$ cat config.mk
export PLATFORM = sky130hd
export DESIGN_NAME = gdf_device_flat
export DESIGN_NICKNAME = d
export VERILOG_FILES = /design/src/pkg/gdf_pkg.sv /design/src/pkg/gdf_if.sv /design/src/design/gdf_device.sv /design/src/design/gdf_deglitch.sv /design/src/flat_wrapper.sv
export SDC_FILE = /design/constraint.sdc
export NUM_CORES = 1
export LEC_CHECK = 0
export ABC_CLOCK_PERIOD_IN_PS = 4500
export BUFFER_PORTS_ARGS = -buffer_cell sky130_fd_sc_hd__buf_2
export CAP_MARGIN = 25
export CORE_ASPECT_RATIO = 1.4
export CORE_UTILIZATION = 35
export CTS_CLUSTER_DIAMETER = 60
export DETAILED_ROUTE_END_ITERATION = 10
export GPL_TIMING_DRIVEN = 1
export PLACE_DENSITY = 0.47
export SLEW_MARGIN = 40
export SYNTH_ARGS = -nofsm -noshare
export SYNTH_HDL_FRONTEND = slang
export SYNTH_HIERARCHICAL = 1
export SYNTH_SLANG_ARGS = --single-unit
$ cat constraint.sdc
create_clock -name core_clk -period 4.5 [get_ports core_clk]
set_clock_uncertainty 0.1 [all_clocks]
set_input_delay 0.675 -clock core_clk [delete_from_list [all_inputs] [get_ports core_clk]]
set_output_delay 0.675 -clock core_clk [all_outputs]
set_load 0.02 [all_outputs]
$ cat src/pkg/gdf_pkg.sv
// Package: constants and types shared by the gate driver fault control ends
package gdf_pkg;

    // ------------------------------------------------------------
    // Timing
    // ------------------------------------------------------------
    localparam int CLK_PERIOD_PS = 8000;
    // Deglitch interval in ns; shorter pulses are rejected
    localparam int DEGLITCH_NS = 40;
    localparam int DEGLITCH_CYC = (DEGLITCH_NS * 1000 + CLK_PERIOD_PS - 1) / CLK_PERIOD_PS;
    // Fault mute interval in ns (plain default)
    localparam int FAULT_MUTE_NS = 10000;
    localparam int FAULT_MUTE_CYC = (FAULT_MUTE_NS * 1000) / CLK_PERIOD_PS;
    // Minimum clear pulse time in ns (plain default)
    localparam int CLEAR_PULSE_MIN_NS = 1000;
    localparam int CLEAR_PULSE_MIN_CYC =
        (CLEAR_PULSE_MIN_NS * 1000 + CLK_PERIOD_PS - 1) / CLK_PERIOD_PS;
    localparam int CNT_W = 16;

    // ------------------------------------------------------------
    // Reset values
    // ------------------------------------------------------------
    localparam logic RST_LEVEL_IN = 1'b0;

    // ------------------------------------------------------------
    // Device states
    // ------------------------------------------------------------
    typedef enum logic [1:0] {
        GDF_DISABLED = 2'b00,
        GDF_RUN = 2'b01,
        GDF_MUTE = 2'b10,
        GDF_LATCHED = 2'b11
    } gdf_state_t;

endpackage : gdf_pkg

$ cat src/pkg/gdf_if.sv
// Interface: pins between host controller and gate driver
`timescale 1ns/1ps
interface gdf_if;
    // PWM and reset/enable, driven by host
    logic pwm_pos;
    logic pwm_neg;
    logic reset_enable_n;
    // Open-drain flags: pull low enable from device
    logic fault_flag_n_oe;
    logic supply_good_oe;
    // Wire levels resolved by the testbench from enables and pull-ups
    logic fault_flag_n;
    logic supply_good;

    modport device (
        input pwm_pos,
        input pwm_neg,
        input reset_enable_n,
        output fault_flag_n_oe,
        output supply_good_oe
    );

    modport host (
        output pwm_pos,
        output pwm_neg,
        output reset_enable_n,
        input fault_flag_n,
        input supply_good
    );
endinterface : gdf_if

$ cat src/design/gdf_device.sv
// Device end: fault latch, enable control and interlock of the gate driver
// How it works
// - Flags only pull low or release
// - Undriven reset/enable reads low, driver off
// - Reset/enable high enables, low disables output
// - Overcurrent latches fault low, gate off
// - Reset/enable ignored during fault mute interval
// - Host must reset after fault to recover
// - Host holds clear low minimum time after mute
// - Host ties non-inverted PWM to reset/enable in auto reset
// - PWM on reset/enable clears fault each cycle
// - PWM off-time exceeds minimum clear time
// - Both PWM inputs high forces gate low
// - Pulses under deglitch interval rejected
`timescale 1ns/1ps
module gdf_device
    import gdf_pkg::*;
#(
    parameter int MUTE_CYC = FAULT_MUTE_CYC,
    parameter int CLEAR_CYC = CLEAR_PULSE_MIN_CYC
) (
    // Clock and reset
    input wire logic core_clk,
    input wire logic reset,
    // Pins toward host
    gdf_if.device pins,
    // Power stage side
    input wire logic overcurrent_sense,
    input wire logic supply_ok,
    output logic gate_source_output,
    output logic gate_sink_output
);
    // ------------------------------------------------------------
    // Input filtering
    // ------------------------------------------------------------
    logic pos_f;
    logic neg_f;
    logic en_f;
    logic oc_s1_reg;
    logic oc_s2_reg;
    logic sup_s1_reg;
    logic sup_s2_reg;

    gdf_deglitch u_pos (.core_clk(core_clk), .reset(reset), .pin_in(pins.pwm_pos),
        .level_out(pos_f));
    gdf_deglitch u_neg (.core_clk(core_clk), .reset(reset), .pin_in(pins.pwm_neg),
        .level_out(neg_f));
    // filter resets low, so an undriven pin reads as disabled
    gdf_deglitch u_en (.core_clk(core_clk), .reset(reset), .pin_in(pins.reset_enable_n),
        .level_out(en_f));

    // ------------------------------------------------------------
    // Fault state machine
    // ------------------------------------------------------------
    gdf_state_t state_reg;
    gdf_state_t state_next;
    logic [CNT_W-1:0] cnt_reg;
    logic [CNT_W-1:0] cnt_next;
    logic clear_low_reg;
    logic clear_low_next;
    logic mute_done;
    logic clear_done;
    logic drive_on;

    assign mute_done = cnt_reg >= CNT_W'(MUTE_CYC - 1);
    assign clear_done = cnt_reg >= CNT_W'(CLEAR_CYC - 1);

    always_comb begin
        state_next = state_reg;
        cnt_next = cnt_reg;
        clear_low_next = clear_low_reg;
        unique case (state_reg)
            GDF_DISABLED: begin
                if (en_f) begin
                    state_next = GDF_RUN;
                end
            end
            GDF_RUN: begin
                if (oc_s2_reg) begin
                    state_next = GDF_MUTE;
                    cnt_next = '0;
                end else if (!en_f) begin
                    state_next = GDF_DISABLED;
                end
            end
            GDF_MUTE: begin
                cnt_next = cnt_reg + CNT_W'(1);
                if (mute_done) begin
                    state_next = GDF_LATCHED;
                    cnt_next = '0;
                    clear_low_next = 1'b0;
                end
            end
            GDF_LATCHED: begin
                // any qualifying low pulse clears, PWM-driven or not
                if (!en_f) begin
                    if (!clear_done) begin
                        cnt_next = cnt_reg + CNT_W'(1);
                    end else begin
                        clear_low_next = 1'b1;
                    end
                end else begin
                    cnt_next = '0;
                    // release on return high after qualifying pulse
                    if (clear_low_reg) begin
                        state_next = GDF_RUN;
                        clear_low_next = 1'b0;
                    end
                end
            end
        endcase
    end

    always_ff @(posedge core_clk or posedge reset) begin
        if (reset) begin
            state_reg <= GDF_DISABLED;
            cnt_reg <= '0;
            clear_low_reg <= 1'b0;
            oc_s1_reg <= 1'b0;
            oc_s2_reg <= 1'b0;
            sup_s1_reg <= 1'b0;
            sup_s2_reg <= 1'b0;
        end else begin
            state_reg <= state_next;
            cnt_reg <= cnt_next;
            clear_low_reg <= clear_low_next;
            oc_s1_reg <= overcurrent_sense;
            oc_s2_reg <= oc_s1_reg;
            sup_s1_reg <= supply_ok;
            sup_s2_reg <= sup_s1_reg;
        end
    end

    // ------------------------------------------------------------
    // Outputs
    // ------------------------------------------------------------
    logic fault_low;
    logic src_reg;
    logic flt_oe_reg;
    logic rdy_oe_reg;

    assign fault_low = (state_next == GDF_MUTE) || (state_next == GDF_LATCHED);
    // interlock: both inputs high forces output low
    // output only while enabled and not faulted, off on fault
    assign drive_on = (state_next == GDF_RUN) && en_f && pos_f && !neg_f && sup_s2_reg;

    always_ff @(posedge core_clk or posedge reset) begin
        if (reset) begin
            src_reg <= 1'b0;
            flt_oe_reg <= 1'b0;
            rdy_oe_reg <= 1'b1;
        end else begin
            src_reg <= drive_on;
            flt_oe_reg <= fault_low;
            rdy_oe_reg <= !sup_s2_reg;
        end
    end

    assign gate_source_output = src_reg;
    assign gate_sink_output = !src_reg;
    assign pins.fault_flag_n_oe = flt_oe_reg;
    assign pins.supply_good_oe = rdy_oe_reg;
endmodule : gdf_device

$ cat src/design/gdf_deglitch.sv
// Synchroniser and deglitch filter for one pin input
`timescale 1ns/1ps
module gdf_deglitch
    import gdf_pkg::*;
#(
    parameter int STABLE_CYC = DEGLITCH_CYC
) (
    // Clock and reset
    input wire logic core_clk,
    input wire logic reset,
    // Pin and filtered level
    input wire logic pin_in,
    output logic level_out
);
    logic sync1_reg;
    logic sync2_reg;
    logic [CNT_W-1:0] stable_reg;
    logic [CNT_W-1:0] stable_next;
    logic differs;
    logic settled;

    assign differs = sync2_reg != level_out;
    assign settled = differs && (stable_reg >= CNT_W'(STABLE_CYC - 1));
    assign stable_next = differs ? stable_reg + CNT_W'(1) : '0;

    always_ff @(posedge core_clk or posedge reset) begin
        if (reset) begin
            sync1_reg <= RST_LEVEL_IN;
            sync2_reg <= RST_LEVEL_IN;
            stable_reg <= '0;
            level_out <= RST_LEVEL_IN;
        end else begin
            sync1_reg <= pin_in;
            sync2_reg <= sync1_reg;
            stable_reg <= settled ? '0 : stable_next;
            if (settled) begin
                level_out <= sync2_reg;
            end
        end
    end
endmodule : gdf_deglitch

$ cat src/flat_wrapper.sv
// flat-port wrapper written by rule: the top's interface ports become plain ports
module gdf_device_flat import gdf_pkg::*;
#(
    parameter int MUTE_CYC = FAULT_MUTE_CYC,
    parameter int CLEAR_CYC = CLEAR_PULSE_MIN_CYC
)
  (core_clk, reset, overcurrent_sense, supply_ok, gate_source_output, gate_sink_output, pins_pwm_pos, pins_pwm_neg, pins_reset_enable_n, pins_fault_flag_n_oe, pins_supply_good_oe);
  gdf_if pins_i ();
  input wire logic core_clk;
  input wire logic reset;
  input wire logic overcurrent_sense;
  input wire logic supply_ok;
  output logic gate_source_output;
  output logic gate_sink_output;
  input wire logic [$bits(pins_i.pwm_pos)-1:0] pins_pwm_pos;
  input wire logic [$bits(pins_i.pwm_neg)-1:0] pins_pwm_neg;
  input wire logic [$bits(pins_i.reset_enable_n)-1:0] pins_reset_enable_n;
  output wire logic [$bits(pins_i.fault_flag_n_oe)-1:0] pins_fault_flag_n_oe;
  output wire logic [$bits(pins_i.supply_good_oe)-1:0] pins_supply_good_oe;
  assign pins_i.pwm_pos = pins_pwm_pos;
  assign pins_i.pwm_neg = pins_pwm_neg;
  assign pins_i.reset_enable_n = pins_reset_enable_n;
  assign pins_fault_flag_n_oe = pins_i.fault_flag_n_oe;
  assign pins_supply_good_oe = pins_i.supply_good_oe;
  gdf_device #(.MUTE_CYC(MUTE_CYC), .CLEAR_CYC(CLEAR_CYC)) u_core (.core_clk(core_clk), .reset(reset), .pins(pins_i), .overcurrent_sense(overcurrent_sense), .supply_ok(supply_ok), .gate_source_output(gate_source_output), .gate_sink_output(gate_sink_output));
endmodule
==> impl_results.md <==
- CP bufs+invs: 0
- CP Capture Type: flop
- Final setup fails: 0
- Int Power: 1350 uW
- R2R depth: 6
- Sequential power share: between 40 and 50%
- Nets: 309
- Synth top area share: between 60% and 70%
- Required time of the critical path: ~4.6 ns
- Pin count of the biggest net entering global routing: 26
- Antenna violations before repair: 0
- Design area: between 3000 and 4000 um^2
- Yosys warnings: 6
- CTS tree: built
- Skew-Pair Late Insertion Delay: roughly 0.32 ns
- Top cells by count, synth: dfrtp_1, inv_1, nor2_1
- Dpl ws: ~2.4 ns
- Mapped Area: between 3000 and 4000 um^2
- Final Wtd Congestion: roughly 0.72
- Pre-Repair DR Iteration Count: 4
- Data arrival, critical path: approximately 2.2 ns
- Number of synthesized register bits: 82
- Max-slew violation count: 0
- WP depth: 6
- Rows: 40
- Worst Hold Class: flop to flop
- CTS Sinks: 82
- Vias in the first global route: approximately 1.8k
- Lkg Pwr: between 0.0015 and 0.002 uW
- Fmax: 488 MHz
- Die footprint: about 9400 um^2
- Die H: roughly 110 um
- Total track usage: about 12%
- Final period utilization: a little under half
- Cell count after synthesis: 238
- Hold Worst Slack: between 0.2 and 0.25 ns
- Chip Width: between 80 and 90 um
- Max Cap Viol: 0
- Sw frac: 23.5%
- Post-CTS Resized: 0
- Drt wl/cell: between 10 and 15 um
- Layout cells sized above 1: ~17%
- Antenna diodes: 0
- Total setup buffers inserted after CTS: 0
- Clock power frac: 43.6%
- DP HPWL: between 3000 and 4000 um
- Count leader, synth: dfrtp_1
- NetSw: approximately 420 uW
- Crit path cell chain: ha_1 -> nor4_2 -> a21oi_1 -> or3_1 -> o21a_1 -> o31ai_2
- Primary FF master, synth: dfrtp_1
- IR drop worst, VDD: about 260 uV
- Outcome: finished clean
- Initial cell density of the core: between 30% and 40%
- # fillers: 815
- Sequential area share after synthesis: between 60% and 70%
- Fraction of registers with async set/reset: 100%
- Vias: 1783
- DP Area: around 3500 um^2
- Post-synth EDFFs: 0
- # hold bufs at CTS: 0
- Slew @ Worst Pin: 0.714 ns
- Core area: 8660 um^2
- Worst path slowest cell: dfrtp_1
- Root buf cell: clkbuf_16
- # port buffers: 10
- Crit Path Category: flop to flop
- First-pass GRT wire length: approximately 8400 um
- IO Count: 11
- Cell Pwr Density: 469 nW/um^2
- Worst rel slew slack: a little over half
- Family with the most delay on the worst path: compound AO/OA/AOI/OAI gates
- RSZ-0062 raised after global routing: no
- DRT iter0 DRCs: 61
- Final Util: 43.6%
- Area growth, synth to finish: 19.7%
- Clock buffer depth: 2
- Worst-path fanout max: 10
- Tmin final: a little over 2 ns
- Max incr delay on CP: 0.43 ns
- Final Hold Viols: 0
- Overflow after GRT: 0
- DR DRC count: 0
- Total negative slack: 0 ns
- Detailed Route WL: around 4800 um
- Worst setup SP type: flop
- TritonCTS Buffers: 9
- ANT nets after route: 0
- Vias per cell: approximately 4.4
- Top cells by area, synth: dfrtp_1, nor4_2, ha_1
- Comb power frac: 9.6%
- H-tree levels: 3
- Largest area contributor in the netlist: dfrtp_1
- Reg clk slew, reported paths: ~0.06 ns
- Syn avg cell area: 13.3 um^2
- Netlist cell types: 49
- Worst hold stages: 0
- Worst setup margin: between 2 and 2.5 ns
## path summary, 6_finish.rpt
| kind | startpoint | end | slack (ns) |
|---|---|---|---|
| max in group asynchronous | reset | u_core/u_pos/stable_reg[3] | 3.44 |
| worst min register to register | u_core/u_en/sync1_reg | u_core/u_en/sync2_reg | 0.25 |
| worst min-delay path | u_core/u_en/sync1_reg | u_core/u_en/sync2_reg | 0.25 |
| worst max-delay path | u_core/cnt_reg[0] | u_core/cnt_reg[8] | 2.45 |
| min in group asynchronous | reset | u_core/sup_s1_reg | 0.33 |
| worst max register to register | u_core/cnt_reg[0] | u_core/cnt_reg[8] | 2.45 |
## metal layers
metal	global-route usage [%]	up-vias	share of wire (%)
li1	-	896	-
met1	15.7	858	46
met2	18.5	22	49
met3	3.11	7	2.6
met4	7.84	0	2.3
met5	0	-	0
## power by group through the flow
| stage | sequential (uW) | clock [uW] | combinational, uW |
|---|---|---|---|
| floorplan | 830 | 0 | 140 |
| global placement | 842 | 0 | 174 |
| detailed placement | 841 | 0 | 172 |
| CTS | 828 | 799 | 173 |
| global route | 835 | 822 | 203 |
| finish | 829 | 772 | 170 |
## final cells by class
cell class | count | area (um^2) | share of cell area [%]
flip-flops and latches | 82 | 2050 | 54.4
multi-input cells | 172 | 1150 | 30.5
clock buffers | 12 | 246 | 6.53
well taps | 105 | 131 | 3.48
clock inverters | 4 | 73.8 | 1.96
inverters | 18 | 67.6 | 1.79
repair buffers | 10 | 50.0 | 1.33
## worst reg2reg max path, cell delays in order, from the launching register on
cell     delay, ns
dfrtp_1       0.43
ha_1          0.23
nor4_2        0.19
a21oi_1       0.12
or3_1         0.33
o21a_1        0.31
o31ai_2       0.26
## kinds of logic (layout without fill, tap and decap cells)
kind of cell	Yosys count	in the layout	synth area share [%]
adder cells (fa/ha/maj)	9	9	3.57
AND/OR/NAND/NOR	79	79	16.5
XOR/XNOR	8	8	2.22
other	3	39	0.357
multiplexers	3	3	1.43
buffers and inverters	20	44	2.66
flip-flops	82	82	65.1
AO/OA/AOI/OAI	34	34	8.21
## placed cells by master, fill, tap and decap left out, types with 3 or more instances in the layout
cell type / synthesis / layout
dfrtp_1: 81 / 81
conb_1: 3 / 39
inv_1: 18 / 17
nor2_1: 17 / 17
nor4_2: 11 / 11
nand2_1: 11 / 11
buf_2: 1 / 10
clkbuf_16: 0 / 9
nor3_1: 9 / 9
ha_1: 9 / 9
a21oi_1: 8 / 8
xnor2_1: 6 / 6
o21ai_0: 5 / 5
nand3_1: 4 / 4
nand4_1: 3 / 3
o21ba_1: 3 / 3
and3_1: 3 / 3
nand4_2: 3 / 3
nor3b_1: 3 / 3
mux2_4: 3 / 3
## metrics by stage
step	power [uW]	instances
finish	1770	403
global route	1860	403
CTS	1800	403
detailed placement	1010	387
global placement	1020	387
floorplan	971	274
(Power assumes the default switching activity.)
